**config.mk**
```make
export PLATFORM = sky130hd
export DESIGN_NAME = fpn_navigator
export DESIGN_NICKNAME = d
export VERILOG_FILES = /design/src/shared/fpn_pkg.sv /design/src/core/fpn_key_filter.sv /design/src/core/fpn_runtime.sv /design/src/core/fpn_navigator.sv
export SDC_FILE = /design/constraint.sdc
export NUM_CORES = 1
export LEC_CHECK = 0
export ABC_AREA = 1
export BUFFER_PORTS_ARGS = -buffer_cell sky130_fd_sc_hd__buf_2
export CORE_MARGIN = 2
export CORE_UTILIZATION = 55
export CTS_BUF_LIST = sky130_fd_sc_hd__clkbuf_8
export DETAILED_ROUTE_END_ITERATION = 16
export PLACE_DENSITY = 0.74
export SLEW_MARGIN = 20
export SYNTH_ARGS = -nofsm -noshare
export SYNTH_HDL_FRONTEND = slang
export SYNTH_SLANG_ARGS = --single-unit
export TNS_END_PERCENT = 5
```
**constraint.sdc**
```tcl
create_clock -name mclk_i -period 5.8 [get_ports mclk_i]
set_input_delay 1.45 -clock mclk_i [delete_from_list [all_inputs] [get_ports mclk_i]]
set_output_delay 1.45 -clock mclk_i [all_outputs]
set_load 0.01 [all_outputs]
```
**src/shared/fpn_pkg.sv**
```systemverilog
// Constants and types of the front-panel page navigator
// How it works
// - Keys one+four open menu; two/three move; four enters
// - Meter keys two+three open tariff view
// - Key four steps voltage/current pages, wraps
// - Line wiring shows voltage pages three, four; page one after reset
// - Key two cycles power pages; line wiring five, six
// - Key one cycles angle/unbalance pages, wraps
// - Key three cycles energy/clock pages, wraps
// - Running time in hundredths of hour, clearable
// - Tariff view keys: tariff, demand steps, energy, type
// - Tariff view keys two+three return to metering
// - Statistics: key one idle, two next, three previous
// - Statistics key four toggles maximum/minimum
// - Line wiring drops first statistics page
// - Demand mode has two pages
// - Quality view: key one cycles, four to ratio
// - Ratio view: order steps two..highest, wraps
// - Ratio view: key one back, four volt/current
// - I/O mode opens on module page, banner if none
// - Module page: two/three move cursor, four enters
// - Items 3,3,3,4 per type; one back; four opens
// - Data pages: one back, two/three page, wraps
// - Dark backlight: first press only lights it
package fpn_pkg;

  // Timing
  localparam int unsigned CLK_KHZ = 100000;
  localparam int unsigned DEB_MS = 10;
  localparam int unsigned DEB_CYC = DEB_MS * CLK_KHZ;
  localparam int unsigned COMBO_MS = 50;
  localparam int unsigned COMBO_CYC = COMBO_MS * CLK_KHZ;
  localparam int unsigned RUN_STEP_MS = 36000;
  localparam logic [31:0] RUN_STEP_CYC = 32'(64'(RUN_STEP_MS) * 64'(CLK_KHZ));

  // Page widths and counts
  localparam int unsigned PW = 6;
  localparam int unsigned VA_PAGES = 5;
  localparam int unsigned PWR_PAGES = 6;
  localparam int unsigned ANG_PAGES = 2;
  localparam int unsigned EN_PAGES = 8;
  localparam int unsigned STAT_PAGES = 8;
  localparam int unsigned DMD_PAGES = 2;
  localparam int unsigned HPQ_PAGES = 4;
  localparam int unsigned TOU_TARIFFS = 4;
  localparam int unsigned TOU_TYPES = 3;
  localparam int unsigned MENU_ITEMS = 6;
  localparam int unsigned HARM_MAX_BASE = 31;
  localparam int unsigned HARM_MAX_EXT = 63;
  localparam logic [PW-1:0] HARM_MIN = 6'h02;
  localparam logic [PW-1:0] VA_LL_FIRST = 6'h02;
  localparam logic [PW-1:0] VA_LL_LAST = 6'h03;
  localparam logic [PW-1:0] PWR_LL_FIRST = 6'h04;
  localparam logic [PW-1:0] PWR_LL_LAST = 6'h05;
  localparam logic [PW-1:0] STAT_LL_FIRST = 6'h01;
  localparam logic [1:0] IO_ITEMS_SHORT_LAST = 2'h2;
  localparam logic [1:0] IO_ITEMS_LONG_LAST = 2'h3;
  localparam logic [1:0] IO_TYPE_LONG = 2'h3;

  // Key masks, bit 0 is the leftmost key
  localparam logic [3:0] KEY_1 = 4'h1;
  localparam logic [3:0] KEY_2 = 4'h2;
  localparam logic [3:0] KEY_3 = 4'h4;
  localparam logic [3:0] KEY_4 = 4'h8;
  localparam logic [3:0] KEY_14 = 4'h9;
  localparam logic [3:0] KEY_23 = 4'h6;

  // Menu cursor positions
  localparam logic [2:0] MENU_METER = 3'h0;
  localparam logic [2:0] MENU_STAT = 3'h1;
  localparam logic [2:0] MENU_DMD = 3'h2;
  localparam logic [2:0] MENU_HARM = 3'h3;
  localparam logic [2:0] MENU_SET = 3'h4;
  localparam logic [2:0] MENU_IO = 3'h5;

  typedef enum logic [9:0] {
    ST_MENU = 10'h001,
    ST_METER = 10'h002,
    ST_TOU = 10'h004,
    ST_STAT = 10'h008,
    ST_DMD = 10'h010,
    ST_HPQ = 10'h020,
    ST_HRATIO = 10'h040,
    ST_IOSEL = 10'h080,
    ST_IOITEM = 10'h100,
    ST_IODATA = 10'h200
  } fpn_state_t;

  typedef enum logic [3:0] {
    GRP_VA = 4'h1,
    GRP_PWR = 4'h2,
    GRP_ANG = 4'h4,
    GRP_EN = 4'h8
  } fpn_group_t;

  typedef enum logic [3:0] {
    TV_ENERGY = 4'h1,
    TV_DMD = 4'h2,
    TV_DATE = 4'h4,
    TV_TIME = 4'h8
  } fpn_tou_view_t;

  typedef enum logic [2:0] {
    KF_IDLE = 3'h1,
    KF_GATHER = 3'h2,
    KF_RELEASE = 3'h4
  } fpn_kf_state_t;

endpackage : fpn_pkg

```
**src/core/fpn_key_filter.sv**
```systemverilog
// Key synchroniser, debouncer and combination gatherer
`timescale 1ns/1ps
module fpn_key_filter #(
  parameter int unsigned DEB_CYC = fpn_pkg::DEB_CYC,
  parameter int unsigned COMBO_CYC = fpn_pkg::COMBO_CYC
) (
  // Clock and reset
  input wire logic mclk_i,
  input wire logic srst_i,
  // Raw keys, high while pressed
  input wire logic [3:0] key_i,
  // Press event
  output logic ev_o,
  output logic [3:0] ev_mask_o
);

  logic [3:0] sync1;
  logic [3:0] sync2;
  logic [3:0] stable;
  fpn_pkg::fpn_kf_state_t state;
  fpn_pkg::fpn_kf_state_t next_state;
  logic [31:0] win;
  logic [3:0] acc;
  wire win_done = (win >= COMBO_CYC - 1);

  always_ff @(posedge mclk_i) begin
    sync1 <= key_i;
    sync2 <= sync1;
  end

  ////////////////////////////////////////////////////////////////
  // Per-key debounce
  for (genvar k = 0; k < 4; k++) begin : g_deb
    logic [31:0] cnt;
    always_ff @(posedge mclk_i) begin
      if (srst_i || sync2[k] == stable[k]) begin
        cnt <= 32'h0;
      end else begin
        cnt <= cnt + 32'h1;
      end
    end
    always_ff @(posedge mclk_i) begin
      if (srst_i) begin
        stable[k] <= 1'b0;
      end else if (sync2[k] != stable[k] && cnt >= DEB_CYC - 1) begin
        stable[k] <= sync2[k];
      end
    end
  end

  ////////////////////////////////////////////////////////////////
  // Combination window, one event
  always_comb begin
    next_state = state;
    case (state)
      fpn_pkg::KF_IDLE: if (stable != 4'h0) next_state = fpn_pkg::KF_GATHER;
      fpn_pkg::KF_GATHER: if (win_done) next_state = fpn_pkg::KF_RELEASE;
      fpn_pkg::KF_RELEASE: if (stable == 4'h0) next_state = fpn_pkg::KF_IDLE;
      default: next_state = fpn_pkg::KF_IDLE;
    endcase
  end

  always_ff @(posedge mclk_i) begin
    if (srst_i) begin
      state <= fpn_pkg::KF_IDLE;
      win <= 32'h0;
      acc <= 4'h0;
      ev_o <= 1'b0;
      ev_mask_o <= 4'h0;
    end else begin
      state <= next_state;
      win <= (state == fpn_pkg::KF_GATHER) ? win + 32'h1 : 32'h0;
      acc <= (state == fpn_pkg::KF_RELEASE) ? 4'h0 : acc | stable;
      ev_o <= (state == fpn_pkg::KF_GATHER) && win_done;
      if (state == fpn_pkg::KF_GATHER && win_done) begin
        ev_mask_o <= acc | stable;
      end
    end
  end

endmodule : fpn_key_filter

```
**src/core/fpn_runtime.sv**
```systemverilog
// Running-time counter in hundredths of an hour
`timescale 1ns/1ps
module fpn_runtime #(
  parameter logic [31:0] STEP_CYC = fpn_pkg::RUN_STEP_CYC
) (
  // Clock and reset
  input wire logic mclk_i,
  input wire logic srst_i,
  // Restore and clear
  input wire logic clear_i,
  input wire logic load_i,
  input wire logic [31:0] load_val_i,
  // Total and store strobe
  output logic [31:0] hours_o,
  output logic save_o
);

  logic [31:0] cnt;
  wire step = (cnt >= STEP_CYC - 32'h1);

  ////////////////////////////////////////////////////////////////
  // Accumulate, restore, clear
  always_ff @(posedge mclk_i) begin
    if (srst_i || clear_i || step) begin
      cnt <= 32'h0;
    end else begin
      cnt <= cnt + 32'h1;
    end
  end

  always_ff @(posedge mclk_i) begin
    if (srst_i) begin
      hours_o <= 32'h0;
      save_o <= 1'b0;
    end else begin
      save_o <= clear_i || (step && !load_i);
      if (clear_i) begin
        hours_o <= 32'h0;
      end else if (load_i) begin
        hours_o <= load_val_i;
      end else if (step) begin
        hours_o <= hours_o + 32'h1;
      end
    end
  end

endmodule : fpn_runtime

```
**src/core/fpn_navigator.sv**
```systemverilog
// Front-panel page navigator top level
`timescale 1ns/1ps
module fpn_navigator #(
  parameter int unsigned DEB_CYC = fpn_pkg::DEB_CYC,
  parameter int unsigned COMBO_CYC = fpn_pkg::COMBO_CYC,
  parameter logic [31:0] RUN_STEP_CYC = fpn_pkg::RUN_STEP_CYC,
  parameter int unsigned HARM_MAX = fpn_pkg::HARM_MAX_BASE,
  parameter int unsigned VA_PAGES = fpn_pkg::VA_PAGES,
  parameter int unsigned PWR_PAGES = fpn_pkg::PWR_PAGES,
  parameter int unsigned ANG_PAGES = fpn_pkg::ANG_PAGES,
  parameter int unsigned EN_PAGES = fpn_pkg::EN_PAGES,
  parameter int unsigned STAT_PAGES = fpn_pkg::STAT_PAGES,
  parameter int unsigned HPQ_PAGES = fpn_pkg::HPQ_PAGES,
  parameter int unsigned TOU_TARIFFS = fpn_pkg::TOU_TARIFFS,
  parameter int unsigned TOU_TYPES = fpn_pkg::TOU_TYPES
) (
  // Clock and reset
  input wire logic mclk_i,
  input wire logic srst_i,
  // Front-panel keys, high while pressed
  input wire logic [3:0] key_i,
  // Configuration and module status
  input wire logic line_wiring_i,
  input wire logic [2:0] io_count_i,
  input wire logic [1:0] io_type_i,
  input wire logic [5:0] io_pages_i,
  // Backlight
  input wire logic backlight_off_i,
  output logic backlight_on_o,
  // Running time
  input wire logic runtime_clear_i,
  input wire logic runtime_load_i,
  input wire logic [31:0] runtime_load_val_i,
  output logic [31:0] runtime_o,
  output logic runtime_save_o,
  // Page selection
  output fpn_pkg::fpn_state_t mode_o,
  output logic [2:0] menu_cursor_o,
  output fpn_pkg::fpn_group_t group_o,
  output logic [5:0] page_o,
  output logic stat_min_o,
  output logic [5:0] harm_order_o,
  output logic harm_current_o,
  output fpn_pkg::fpn_tou_view_t tou_view_o,
  output logic [1:0] tou_tariff_o,
  output logic [1:0] tou_type_o,
  output logic [2:0] io_module_o,
  output logic [1:0] io_item_o,
  output logic no_module_o,
  output logic setting_req_o
);

  localparam int unsigned PW = fpn_pkg::PW;

  ////////////////////////////////////////////////////////////////
  // Wrap helpers

  function automatic logic [PW-1:0] inc_wrap(
    input logic [PW-1:0] v,
    input logic [PW-1:0] lo,
    input logic [PW-1:0] hi
  );
    return (v >= hi || v < lo) ? lo : v + 6'h01;
  endfunction : inc_wrap

  function automatic logic [PW-1:0] dec_wrap(
    input logic [PW-1:0] v,
    input logic [PW-1:0] lo,
    input logic [PW-1:0] hi
  );
    return (v <= lo || v > hi) ? hi : v - 6'h01;
  endfunction : dec_wrap

  ////////////////////////////////////////////////////////////////
  // Key events

  logic kev;
  logic [3:0] kmask;

  fpn_key_filter #(
    .DEB_CYC(DEB_CYC),
    .COMBO_CYC(COMBO_CYC)
  ) u_keys (
    .mclk_i(mclk_i),
    .srst_i(srst_i),
    .key_i(key_i),
    .ev_o(kev),
    .ev_mask_o(kmask)
  );

  fpn_runtime #(
    .STEP_CYC(RUN_STEP_CYC)
  ) u_runtime (
    .mclk_i(mclk_i),
    .srst_i(srst_i),
    .clear_i(runtime_clear_i),
    .load_i(runtime_load_i),
    .load_val_i(runtime_load_val_i),
    .hours_o(runtime_o),
    .save_o(runtime_save_o)
  );

  logic bl;
  wire wake = kev && !bl;
  wire ev = kev && bl;
  wire k1 = ev && kmask == fpn_pkg::KEY_1;
  wire k2 = ev && kmask == fpn_pkg::KEY_2;
  wire k3 = ev && kmask == fpn_pkg::KEY_3;
  wire k4 = ev && kmask == fpn_pkg::KEY_4;
  wire c14 = ev && kmask == fpn_pkg::KEY_14;
  wire c23 = ev && kmask == fpn_pkg::KEY_23;

  ////////////////////////////////////////////////////////////////
  // Page ranges

  wire ll = line_wiring_i;
  wire [PW-1:0] va_lo = ll ? fpn_pkg::VA_LL_FIRST : 6'h00;
  wire [PW-1:0] va_hi = ll ? fpn_pkg::VA_LL_LAST : PW'(VA_PAGES - 1);
  wire [PW-1:0] pwr_lo = ll ? fpn_pkg::PWR_LL_FIRST : 6'h00;
  wire [PW-1:0] pwr_hi = ll ? fpn_pkg::PWR_LL_LAST : PW'(PWR_PAGES - 1);
  wire [PW-1:0] st_lo = ll ? fpn_pkg::STAT_LL_FIRST : 6'h00;
  wire [PW-1:0] st_hi = PW'(STAT_PAGES - 1);
  wire [PW-1:0] ang_hi = PW'(ANG_PAGES - 1);
  wire [PW-1:0] en_hi = PW'(EN_PAGES - 1);
  wire [PW-1:0] dmd_hi = PW'(fpn_pkg::DMD_PAGES - 1);
  wire [PW-1:0] hpq_hi = PW'(HPQ_PAGES - 1);
  wire [PW-1:0] hmax = PW'(HARM_MAX);
  wire [PW-1:0] menu_hi = PW'(fpn_pkg::MENU_ITEMS - 1);
  wire [PW-1:0] tar_hi = PW'(TOU_TARIFFS - 1);
  wire [PW-1:0] typ_hi = PW'(TOU_TYPES - 1);
  wire [PW-1:0] mod_hi = {3'h0, io_count_i - 3'h1};
  wire [PW-1:0] item_hi = {4'h0, (io_type_i == fpn_pkg::IO_TYPE_LONG) ?
                           fpn_pkg::IO_ITEMS_LONG_LAST : fpn_pkg::IO_ITEMS_SHORT_LAST};
  wire [PW-1:0] data_hi = io_pages_i - 6'h01;
  wire multi_mod = io_count_i > 3'h1;
  wire multi_page = io_pages_i > 6'h01;

  ////////////////////////////////////////////////////////////////
  // Navigation state

  fpn_pkg::fpn_state_t state;
  fpn_pkg::fpn_state_t next_state;
  fpn_pkg::fpn_group_t group;
  fpn_pkg::fpn_group_t next_group;
  fpn_pkg::fpn_tou_view_t tview;
  fpn_pkg::fpn_tou_view_t next_tview;
  logic [PW-1:0] cursor;
  logic [PW-1:0] next_cursor;
  logic [PW-1:0] page;
  logic [PW-1:0] next_page;
  logic [PW-1:0] horder;
  logic [PW-1:0] next_horder;
  logic [PW-1:0] ttar;
  logic [PW-1:0] next_ttar;
  logic [PW-1:0] ttype;
  logic [PW-1:0] next_ttype;
  logic [PW-1:0] iomod;
  logic [PW-1:0] next_iomod;
  logic [PW-1:0] ioitem;
  logic [PW-1:0] next_ioitem;
  logic smin;
  logic next_smin;
  logic hcur;
  logic next_hcur;
  logic setreq;
  logic next_setreq;

  always_comb begin
    next_state = state;
    next_group = group;
    next_tview = tview;
    next_cursor = cursor;
    next_page = page;
    next_horder = horder;
    next_ttar = ttar;
    next_ttype = ttype;
    next_iomod = iomod;
    next_ioitem = ioitem;
    next_smin = smin;
    next_hcur = hcur;
    next_setreq = 1'b0;
    case (state)
      fpn_pkg::ST_MENU: begin
        if (k2) begin
          next_cursor = inc_wrap(cursor, 6'h00, menu_hi);
        end else if (k3) begin
          next_cursor = dec_wrap(cursor, 6'h00, menu_hi);
        end else if (k4) begin
          next_smin = 1'b0;
          next_hcur = 1'b0;
          next_horder = fpn_pkg::HARM_MIN;
          next_iomod = 6'h00;
          next_ioitem = 6'h00;
          next_group = fpn_pkg::GRP_VA;
          case (cursor[2:0])
            fpn_pkg::MENU_METER: begin
              next_state = fpn_pkg::ST_METER;
              next_page = va_lo;
            end
            fpn_pkg::MENU_STAT: begin
              next_state = fpn_pkg::ST_STAT;
              next_page = st_lo;
            end
            fpn_pkg::MENU_DMD: begin
              next_state = fpn_pkg::ST_DMD;
              next_page = 6'h00;
            end
            fpn_pkg::MENU_HARM: begin
              next_state = fpn_pkg::ST_HPQ;
              next_page = 6'h00;
            end
            fpn_pkg::MENU_IO: begin
              next_state = fpn_pkg::ST_IOSEL;
              next_page = 6'h00;
            end
            default: next_setreq = 1'b1;
          endcase
        end
      end
      fpn_pkg::ST_METER: begin
        if (c23) begin
          next_state = fpn_pkg::ST_TOU;
          next_tview = fpn_pkg::TV_ENERGY;
          next_ttar = 6'h00;
          next_ttype = 6'h00;
        end else if (k4) begin
          next_group = fpn_pkg::GRP_VA;
          next_page = (group == fpn_pkg::GRP_VA) ? inc_wrap(page, va_lo, va_hi) : va_lo;
        end else if (k2) begin
          next_group = fpn_pkg::GRP_PWR;
          next_page = (group == fpn_pkg::GRP_PWR) ? inc_wrap(page, pwr_lo, pwr_hi) : pwr_lo;
        end else if (k1) begin
          next_group = fpn_pkg::GRP_ANG;
          next_page = (group == fpn_pkg::GRP_ANG) ? inc_wrap(page, 6'h00, ang_hi) : 6'h00;
        end else if (k3) begin
          next_group = fpn_pkg::GRP_EN;
          next_page = (group == fpn_pkg::GRP_EN) ? inc_wrap(page, 6'h00, en_hi) : 6'h00;
        end
      end
      fpn_pkg::ST_TOU: begin
        if (c23) begin
          next_state = fpn_pkg::ST_METER;
        end else if (k3) begin
          next_tview = fpn_pkg::TV_ENERGY;
        end else if (k2) begin
          case (tview)
            fpn_pkg::TV_DMD: next_tview = fpn_pkg::TV_DATE;
            fpn_pkg::TV_DATE: next_tview = fpn_pkg::TV_TIME;
            default: next_tview = fpn_pkg::TV_DMD;
          endcase
        end else if (k1) begin
          next_ttar = inc_wrap(ttar, 6'h00, tar_hi);
        end else if (k4) begin
          next_ttype = inc_wrap(ttype, 6'h00, typ_hi);
        end
      end
      fpn_pkg::ST_STAT: begin
        if (k2) begin
          next_page = inc_wrap(page, st_lo, st_hi);
        end else if (k3) begin
          next_page = dec_wrap(page, st_lo, st_hi);
        end else if (k4) begin
          next_smin = !smin;
        end
      end
      fpn_pkg::ST_DMD: begin
        if (k2) begin
          next_page = inc_wrap(page, 6'h00, dmd_hi);
        end else if (k3) begin
          next_page = dec_wrap(page, 6'h00, dmd_hi);
        end
      end
      fpn_pkg::ST_HPQ: begin
        if (k1) begin
          next_page = inc_wrap(page, 6'h00, hpq_hi);
        end else if (k4) begin
          next_state = fpn_pkg::ST_HRATIO;
        end
      end
      fpn_pkg::ST_HRATIO: begin
        if (k2) begin
          next_horder = inc_wrap(horder, fpn_pkg::HARM_MIN, hmax);
        end else if (k3) begin
          next_horder = dec_wrap(horder, fpn_pkg::HARM_MIN, hmax);
        end else if (k1) begin
          next_state = fpn_pkg::ST_HPQ;
        end else if (k4) begin
          next_hcur = !hcur;
        end
      end
      fpn_pkg::ST_IOSEL: begin
        if (k2 && multi_mod) begin
          next_iomod = inc_wrap(iomod, 6'h00, mod_hi);
        end else if (k3 && multi_mod) begin
          next_iomod = dec_wrap(iomod, 6'h00, mod_hi);
        end else if (k4 && io_count_i != 3'h0) begin
          next_state = fpn_pkg::ST_IOITEM;
          next_ioitem = 6'h00;
        end
      end
      fpn_pkg::ST_IOITEM: begin
        if (k1) begin
          next_state = fpn_pkg::ST_IOSEL;
        end else if (k2) begin
          next_ioitem = inc_wrap(ioitem, 6'h00, item_hi);
        end else if (k3) begin
          next_ioitem = dec_wrap(ioitem, 6'h00, item_hi);
        end else if (k4) begin
          next_state = fpn_pkg::ST_IODATA;
          next_page = 6'h00;
        end
      end
      fpn_pkg::ST_IODATA: begin
        if (k1) begin
          next_state = fpn_pkg::ST_IOITEM;
        end else if (k2 && multi_page) begin
          next_page = inc_wrap(page, 6'h00, data_hi);
        end else if (k3 && multi_page) begin
          next_page = dec_wrap(page, 6'h00, data_hi);
        end
      end
      default: next_state = fpn_pkg::ST_METER;
    endcase
    if (c14) begin
      next_state = fpn_pkg::ST_MENU;
      next_cursor = 6'h00;
    end
  end

  ////////////////////////////////////////////////////////////////
  // State registers

  always_ff @(posedge mclk_i) begin
    if (srst_i) begin
      state <= fpn_pkg::ST_METER;
      group <= fpn_pkg::GRP_VA;
      tview <= fpn_pkg::TV_ENERGY;
      cursor <= 6'h00;
      page <= 6'h00;
      horder <= fpn_pkg::HARM_MIN;
    end else begin
      state <= next_state;
      group <= next_group;
      tview <= next_tview;
      cursor <= next_cursor;
      page <= next_page;
      horder <= next_horder;
    end
  end

  always_ff @(posedge mclk_i) begin
    if (srst_i) begin
      ttar <= 6'h00;
      ttype <= 6'h00;
      iomod <= 6'h00;
      ioitem <= 6'h00;
      smin <= 1'b0;
      hcur <= 1'b0;
      setreq <= 1'b0;
      no_module_o <= 1'b0;
    end else begin
      ttar <= next_ttar;
      ttype <= next_ttype;
      iomod <= next_iomod;
      ioitem <= next_ioitem;
      smin <= next_smin;
      hcur <= next_hcur;
      setreq <= next_setreq;
      no_module_o <= (io_count_i == 3'h0);
    end
  end

  always_ff @(posedge mclk_i) begin
    if (srst_i) begin
      bl <= 1'b1;
    end else begin
      bl <= wake || (bl && !backlight_off_i);
    end
  end

  ////////////////////////////////////////////////////////////////
  // Outputs

  assign backlight_on_o = bl;
  assign mode_o = state;
  assign menu_cursor_o = cursor[2:0];
  assign group_o = group;
  assign page_o = page;
  assign stat_min_o = smin;
  assign harm_order_o = horder;
  assign harm_current_o = hcur;
  assign tou_view_o = tview;
  assign tou_tariff_o = ttar[1:0];
  assign tou_type_o = ttype[1:0];
  assign io_module_o = iomod[2:0];
  assign io_item_o = ioitem[1:0];
  assign setting_req_o = setreq;

endmodule : fpn_navigator

```
After elaboration in Yosys (flattened, before gate mapping)
Index checks and enable logic that the tools add are counted.
{"block": "totals", "ff_bits": 314, "wordCells": 433}
{"block": "op_classes", "bitwise": 5, "n_lt_le_gt_ge": 43, "n_mux": 136, "n_reduce_logical": 89, "n_eq_ne": 105, "addsub": 21}
{"operator": "2-to-1 mux 6 bit", "count": 69}
{"operator": "adder 32 x 1 -> 32 bit, second input constant", "count": 7}
{"operator": "2-to-1 mux 10 bit", "count": 18}
{"operator": ">= comparator 32 x 20 -> 1 bit, second input constant", "count": 4}
{"operator": "one-hot mux 10 bit (9 select lines)", "count": 1}
{"operator": "!= test 3 bit, second input constant", "count": 24}
{"operator": "2-to-1 mux 32 bit", "count": 2}
{"operator": "!= test 2 bit, second input constant", "count": 32}
{"operator": "one-hot mux 10 bit (5 select lines)", "count": 1}
{"operator": "2-to-1 mux 4 bit", "count": 12}
{"operator": "one-hot mux 6 bit (2 select lines)", "count": 4}
{"operator": "adder 6 x 1 -> 6 bit, second input constant", "count": 7}
{"operator": "one-hot mux 6 bit (7 select lines)", "count": 1}
{"operator": "AND reduction 19 bit", "count": 2}
{"operator": "less-than comparator 6 x 1 -> 1 bit, second input constant", "count": 6}
{"operator": "one-hot mux 6 bit (3 select lines)", "count": 2}
{"operator": "subtractor 6 x 1 -> 6 bit, second input constant", "count": 6}
{"operator": ">= comparator 32 x 23 -> 1 bit, second input constant", "count": 1}
{"operator": ">= comparator 32 bit, second input constant", "count": 1}
{"operator": "logical OR 1 bit", "count": 28}
{"operator": "<= comparator 6 x 1 -> 1 bit, second input constant", "count": 4}
{"operator": "one-hot mux 4 bit (2 select lines)", "count": 3}
{"operator": "logical AND 1 bit", "count": 20}
{"operator": ">= comparator 6 x 2 -> 1 bit, second input constant", "count": 3}
{"operator": "other kinds (71)", "count": 141}

Longest topological paths before layout
Gate-level depths: netlist of the first run.
{"block": "logic_depth", "depth_word": 10, "mapped_depth": 17, "depth_no_buf": 17}

By module
From an unflattened synthesis of the first run, not the netlist that was laid out.
{"block": "hier_totals", "cells_unflattened": 3122, "hier_area_um2": 19658.9}
{"mod": "fpn_key_filter", "seq_area_each_um2": 3683.5, "area_each_um2": 9539.1, "n_inst": 1, "cells_each": 1461}
{"mod": "fpn_navigator", "seq_area_each_um2": 1301.2, "area_each_um2": 5774.3, "n_inst": 1, "cells_each": 929}
{"mod": "fpn_runtime", "seq_area_each_um2": 1301.2, "area_each_um2": 4345.4, "n_inst": 1, "cells_each": 732}

Worst setup path after synthesis of the first run
No wires, ideal clock.
{"block": "synth_timing", "path_kind": "input to register", "from": "input io_pages_i[0]", "to": "register page[0], in the netlist page_o[0]", "arrival_ns": 3.260, "path_buffers": 0, "cell_stages": 16, "slack_ns": 2.429, "t_required_ns": 5.688, "path_cell_list": "inv_1 ha_1 nand2_1 xor2_1 ha_1 nand2_1 nor2_1 nand3_1 nand2_1 nand2_1 nand2_1 nand3_1 nand3_1 nand3_1 nor2_1 nor2_1"}
{"block": "synth_via", "elab_chain_len": 8, "word_cells_on_any_way": 16, "cone_classes": "add/sub (1); order compare (3); eq/ne (1); mux (6); reduce/logical (5)"}
{"element": "start: declaration", "line_no": "fpn_navigator.sv:26", "rtl": "input wire logic [5:0] io_pages_i,"}
{"element": "subtractor 6 x 1 -> 6 bit", "line_no": "fpn_navigator.sv:134", "rtl": "wire [PW-1:0] data_hi = io_pages_i - 6'h01;"}
{"element": "> comparator 6 bit", "line_no": "fpn_navigator.sv:71", "rtl": "return (v <= lo || v > hi) ? hi : v - 6'h01;"}
{"element": "logical OR 1 bit", "line_no": "fpn_navigator.sv:71"}
{"element": "2-to-1 mux 6 bit", "line_no": "fpn_navigator.sv:71"}
{"element": "2-to-1 mux 6 bit", "line_no": "fpn_navigator.sv:318", "rtl": "end else if (k3 && multi_page) begin"}
{"element": "2-to-1 mux 6 bit", "line_no": "fpn_navigator.sv:316", "rtl": "end else if (k2 && multi_page) begin"}
{"element": "2-to-1 mux 6 bit", "line_no": "fpn_navigator.sv:314", "rtl": "if (k1) begin"}
{"element": "one-hot mux 6 bit (7 select lines)", "line_no": "fpn_navigator.sv:182", "rtl": "case (state)"}
{"element": "end signal: assignment", "line_no": "fpn_navigator.sv:346", "rtl": "page <= next_page;"}
{"element": "end: declaration", "line_no": "fpn_navigator.sv:149", "rtl": "logic [PW-1:0] page;"}
Several ways; a longest one is shown, not always the timed one. The select of a mux whose other input is x is not followed.
A chain may end at the register's enable or synchronous reset.

Worst setup path in the final report of the first run
Same ends and word-level chain as after synthesis.

==> impl_metrics.json, run 1 <==
{
  "status": "complete, no violations",
  "cp-startpoint": "io_pages_i[0]",
  "crit_fanout": 7,
  "grt.total_usage_pct": 27.68,
  "clockPowerShare_pct": 40.6,
  "cp.buffers_inverters": 2,
  "finalSetupTns_ps": 0,
  "critPathRequiredTime_ps": 6340,
  "core_area_sq_mm": 0.03437,
  "ant_nets": 0,
  "finalWirelength_um": 50660,
  "die_area_sq_mm": 0.03627,
  "synthCells": 2925,
  "hp-start": "u_keys.sync1[3]",
  "post_cts_resized": 0,
  "yosys_warnings": 0,
  "viasPerCell": 5.395,
  "grt_antenna_before_repair": 0,
  "slowest_delay_ps": 290,
  "grt_remaining_overflow": 0,
  "grt_max_degree": 46,
  "rows": 68,
  "cts_tree": "yes",
  "drive_above_1_share_pct": 12.07,
  "syn_nets": 3027,
  "wl_per_cell_um": 14.23,
  "power.density_mw_per_mm2": 265.5,
  "fill_cells": 3213,
  "timing.final.setup_violations": 0,
  "worstSetupPathType": "input port to flip-flop",
  "startpoint_type": "input port",
  "io_buffer_count": 132,
  "slew_violations": 0,
  "ys_seq_area_share_pct": 32.88,
  "synth_area_sq_mm": 0.01912,
  "netSwitchingFraction_pct": 31.70,
  "hold_class": "flip-flop to flip-flop",
  "final_hold_viol_count": 0,
  "period_needed_ps": 3249,
  "slowest_stage": "ha_1",
  "grt_pass1_vias": 17780,
  "ys_ff_latch": 314,
  "pwr-share-comb_pct": 19.1,
  "clockBufferDepth": 3,
  "syn-mean-instance-area_sq_um": 6.537,
  "finalCritPeriodShare_pct": 56.02,
  "die-height_um": 190.5,
  "cts_sinks": 314,
  "area_growth_pct": 11.78,
  "drt_iter0_drc": 1254,
  "seqPwrFrac_pct": 40.3,
  "tightest_slew_ps": 948.5,
  "relSlewSlack_pct": 36.54,
  "cts-root-buf": "clkbuf_8",
  "rsz0062_at_grt": "no",
  "drc_errors": 0,
  "antenna_cells": 0,
  "vias": 19210,
  "final_common_cell": "nand2_1",
  "dpl_worst_slack_ps": 1937,
  "hpwl_um": 37620,
  "clk_latency_ps": 640,
  "crit_path_frequent_cell": "nand2_1",
  "place_congestion": 0.9829,
  "yosysUniqueCellTypes": 66,
  "intPower_mw": 3.876,
  "cp_data_arrival_time_ps": 3790,
  "fin_ws_ps": 2551,
  "reg2reg_from": "page_o[0]",
  "pin_count": 133,
  "holdBufCountCts": 0,
  "grt_first_pass_wirelength_um": 84020,
  "cts.reportedPaths.clkPinSlew_ps": 70,
  "first_pass_iters": 5,
  "path_cells": "buf_2, inv_1, ha_1, nand2_1, xor2_1, ha_1, nand2_1, nor2_1, nand3_1, nand2_1, nand2_1, nand2_1, nand3_1, nand3_1, nand3_1, nor2_1, nor2_1",
  "nNetsFinal": 3161,
  "leakagePower_nw": 8.689,
  "max_cap_viol_count": 0,
  "start_util_pct": 55.63,
  "final.setup_skew_ps": 16.50,
  "die_x_um": 190.5,
  "cts_buffers": 56,
  "end_kind": "flip-flop",
  "postCtsSetupRepairBufs": 0,
  "p_sw_mw": 1.799,
  "layout_common_cells": "nand2_1 (659), inv_1 (380), nor2_1 (363)",
  "cpLargestDelayFamily": "simple AND/OR/NAND/NOR gates",
  "h-tree-depth": 2,
  "fmax_ghz": 0.3078,
  "ir_worst_vdd_mv": 0.2038
}
final cells by class:
class | instances | area (sq um) | area share, %
Tap cell | 455 | 569.3 | 2.663
Sequential cell | 314 | 6286 | 29.41
Multi-Input combinational cell | 2153 | 11020 | 51.57
Clock inverter | 27 | 209.0 | 0.9776
Inverter | 393 | 1486 | 6.954
Timing Repair Buffer | 141 | 728.2 | 3.407
Clock buffer | 78 | 1074 | 5.023
synth_stat cells (all sizes together):
master   count  area share (%)
nor2b        1           0.033
a21o         1           0.039
o31ai        3            0.12
o21bai       2           0.079
o221a        1           0.059
mux2i        1           0.052
buf         32             1.1
a31oi       11            0.36
o211a        2            0.10
nand3b       6            0.27
clkbuf      33            0.65
ha          49             3.2
nor2       401             8.7
nor3       145             4.3
and3         6            0.20
nand4      107             3.6
nor3b       40             1.7
and2         2           0.065
nand2      671              14
nand3      199             5.6
inv        386             7.6
a311oi       2           0.092
or4          1           0.039
or2         33             1.1
a211oi       7            0.27
xnor2       29             1.3
o21ai      138             3.7
or3          2           0.065
a211o        1           0.046
a22o         1           0.046
o2111ai      1           0.046
nor4        39             1.3
o21a         5            0.20
clkinv       7            0.14
o22ai        1           0.033
o211ai       5            0.20
xor2        47             2.2
dfxtp      314              33
o311ai       1           0.046
a21oi      192             5.1
per-layer routing:
| metal | share of wire (%) | wire length [um] | global-route usage (%) | up-vias |
|---|---|---|---|---|
| met5 | 0 | 0 | 0 | - |
| met4 | 3.1 | 1591 | 11.03 | 0 |
| met3 | 5.0 | 2541 | 3.460 | 106 |
| met2 | 46 | 23210 | 45.78 | 490 |
| met1 | 46 | 23310 | 36.68 | 8750 |
| li1 | - | - | - | 9865 |
registers in the layout, summed over array words and instances (netlist names), 10 cells and up:
name and cells:
mode_o 10, u_runtime.hours_o 32, u_runtime.cnt 32, u_keys.win 32
u_keys.g_deb.cnt 128
per-stage QoR:
| stage | power (mW) | hold slack (ps) | utilization [%] | instances | cell area (sq um) |
|---|---|---|---|---|---|
| 6_report | 5.674 | 327.6 | 62.18 | 3561 | 21370 |
| 5_1_grt | 5.963 | 337.0 | 62.18 | 3561 | 21370 |
| 4_1_cts | 5.715 | 330.0 | 62.18 | 3561 | 21370 |
| 3_5_place_dp | 3.397 | 317.2 | 58.45 | 3456 | 20090 |
| 3_3_place_gp | 3.386 | 314.8 | 58.45 | 3456 | 20090 |
| 2_1_floorplan | 3.099 | 309.6 | - | 2925 | 19120 |
worst paths after layout:
check / endpoint / slack (ps) / depth (start not counted)
setup / recovery: page_o[0] / 2550 / 17
hold reg to reg: u_keys.sync2[3] / 330 / 0
hold / removal: u_keys.sync2[3] / 330 / 0
setup reg to reg: page_o[2] / 2860 / 12
worst register-to-register path, stage by stage, from the launching register on:
cell and delay [ps]:
dfxtp_1 720, clkinv_1 510, ha_1 420, inv_1 70
nand2_1 60, a21oi_1 390, nand2_1 130, o21ai_0 180
nor2_1 50, nor2_1 100, nand3_1 80, nand2_1 60
a21oi_1 50
power groups by stage:
stage / Combinational [mW] / Clock, mW / Sequential (mW)
global route: 1.22 / 2.45 / 2.29
floorplan: 0.776 / 0 / 2.32
global placement: 1.06 / 0 / 2.33
finish: 1.09 / 2.30 / 2.29
detailed placement: 1.07 / 0 / 2.33
CTS: 1.07 / 2.36 / 2.28
kinds of logic after synthesis:
group / synth area share, %
buf+inv: 9.482
flops: 32.88
compound gates: 10.53
fa+ha+maj: 3.206
xor+xnor: 3.481
mux: 0.05235
simple gates: 40.37
Note: power is estimated with default switching activity, not from simulation.
==> inputs of run 2 (changes only) <==
==> constraint.sdc (replaced) <==
create_clock -name mclk_i -period 3.3 [get_ports mclk_i]
set_input_delay 0.825 -clock mclk_i [delete_from_list [all_inputs] [get_ports mclk_i]]
set_output_delay 0.825 -clock mclk_i [all_outputs]
set_load 0.01 [all_outputs]
==> run 2 against run 1 <==
Non-clock buffer count is 8 higher. Worst hold slack lost 44 ps. Utilization fell by 0.26 points. Sequential share of layout area increased by 0.12 points. Via count up 0.39%. Largest power group is now sequential cells. Die area did not move. Count of clock-buffer cells in the layout down 12. Largest cell class unchanged. First-iteration DRC count rose by 11%.
==> impl_metrics.json, run 2 (synthesis gave the netlist of run 1 again) <==
{
  "seqPwrFrac_pct": 41.6,
  "final.setup_skew_ps": 20.78,
  "hold_class": "input port to flip-flop",
  "core_area_sq_mm": 0.03437,
  "slowest_stage": "nand3_2",
  "post_dp_cell_area_sq_mm": 0.02015,
  "crit_fanout": 21,
  "io_buffer_count": 132,
  "grt_max_degree": 46,
  "cts_buffers": 53,
  "die_area_sq_mm": 0.03627,
  "grt_pass1_vias": 17910,
  "path_cells": "ha_1, nand2_1, inv_1, nand2_1, nor2_2, nand4_1, nand2_1, nand2_2, nand3_2, inv_2, nand2_1, a21oi_1",
  "worstSetupPathType": "flip-flop to flip-flop",
  "nNetsFinal": 3166,
  "period_needed_ps": 2643,
  "clk_latency_ps": 640,
  "rows": 68,
  "area_growth_pct": 11.31,
  "die_x_um": 190.5,
  "layout_common_cells": "nand2_1 (659), inv_1 (382), nor2_1 (363)",
  "slowest_delay_ps": 460,
  "first_pass_iters": 7,
  "grt.total_usage_pct": 27.32,
  "intPower_mw": 6.531,
  "finalWirelength_um": 50100,
  "viasPerCell": 5.419,
  "rsz0062_at_grt": "no",
  "final_util_pct": 61.92,
  "post_cts_resized": 0,
  "seq_area_sq_mm": 0.006286,
  "tightest_slew_ps": 739.7,
  "ant_nets": 0,
  "cts-root-buf": "clkbuf_8",
  "fin_ws_ps": 656.6,
  "slew_violations": 0,
  "ir_worst_vdd_mv": 0.4410,
  "timing.final.setup_violations": 0,
  "holdBufCountCts": 0,
  "cp_data_arrival_time_ps": 3200,
  "top_register": "u_keys.g_deb.cnt",
  "cp.buffers_inverters": 2,
  "max_cap_viol_count": 0,
  "end_kind": "flip-flop",
  "grt_antenna_before_repair": 0,
  "grt_first_pass_wirelength_um": 83270,
  "cpLargestDelayFamily": "simple AND/OR/NAND/NOR gates",
  "netSwitchingFraction_pct": 32.15,
  "start_util_pct": 55.63,
  "hpwl_um": 37620,
  "relSlewSlack_pct": 50.63,
  "h-tree-depth": 2,
  "leakagePower_nw": 8.645,
  "largest_register_ff_count": 128,
  "status": "complete, no violations",
  "multi_input_area_sq_mm": 0.01102,
  "cts.reportedPaths.clkPinSlew_ps": 60,
  "pwr-share-comb_pct": 20.0,
  "crit_path_frequent_cell": "nand2_1",
  "cts_sinks": 314,
  "clockPowerShare_pct": 38.3,
  "fill_cells": 3331,
  "grt_remaining_overflow": 0,
  "die-height_um": 190.5,
  "dpl_worst_slack_ps": 278.0,
  "clockBufferDepth": 3,
  "final_hold_viol_count": 0,
  "postCtsSetupRepairBufs": 0,
  "cts_tree": "yes",
  "p_sw_mw": 3.095,
  "power.density_mw_per_mm2": 452.2,
  "finalSetupTns_ps": 0,
  "wl_per_cell_um": 14.08,
  "vias": 19290,
  "drive_above_1_share_pct": 11.95,
  "final_area_sq_mm": 0.02128,
  "finalCritPeriodShare_pct": 80.10,
  "startpoint_type": "flip-flop",
  "final_common_cell": "nand2_1",
  "antenna_cells": 0,
  "place_congestion": 0.9969,
  "drc_errors": 0,
  "power_mw": 9.626,
  "pin_count": 133,
  "critPathRequiredTime_ps": 3860,
  "fmax_ghz": 0.3783,
  "drt_iter0_drc": 1392
}
run 2: worst paths after layout:
path	start	slack [ps]	endpoint	cells after the start
worst max register to register	u_runtime.cnt[0]	660	u_runtime.hours_o[12]	12
worst min register to register	u_keys.sync1[0]	330	u_keys.sync2[0]	0
worst max-delay path	u_runtime.cnt[0]	660	u_runtime.hours_o[12]	12
worst min-delay path	key_i[0]	280	u_keys.sync1[0]	1
run 2: power by group through the flow:
stage                     sequential (mW)  clock (mW)  combinational (mW)
final                                4.01        3.69                1.93
after CTS                            4.00        3.78                1.90
after global placement               4.09           0                1.88
after detailed placement             4.09           0                1.89
after floorplan                      4.08           0                1.36
after global routing                 4.02        3.95                2.16
run 2: worst reg2reg max path: stages (launching register included):
cell and delay, ps:
dfxtp_1 330, ha_1 210, nand2_1 70, inv_1 60
nand2_1 140, nor2_2 110, nand4_1 100, nand2_1 90
nand2_2 310, nand3_2 470, inv_2 440, nand2_1 120
a21oi_1 140
run 2: metrics by stage:
| stage | hold slack (ps) | std cells |
|---|---|---|
| 4_1_cts | 241.4 | 3559 |
| 2_1_floorplan | 309.6 | 2925 |
| 6_report | 284.0 | 3559 |
| 5_1_grt | 256.3 | 3559 |
| 3_5_place_dp | 312.8 | 3464 |
| 3_3_place_gp | 312.2 | 3464 |
run 2: final cells by class:
class                           count  share of cell area, %
Tap cell                          455                  2.675
Timing Repair Buffer              149                  3.703
Clock inverter                     29                  1.052
Clock buffer                       66                  4.268
Sequential cell                   314                  29.53
Multi-Input combinational cell   2153                  51.78
Inverter                          393                  6.984
run 2: routing by layer:
layer / wire length (um) / GRT usage [%]
met1: 22700 / 35.35
met2: 22940 / 45.85
met3: 2855 / 3.920
met4: 1601 / 10.82
met5: 0 / 0
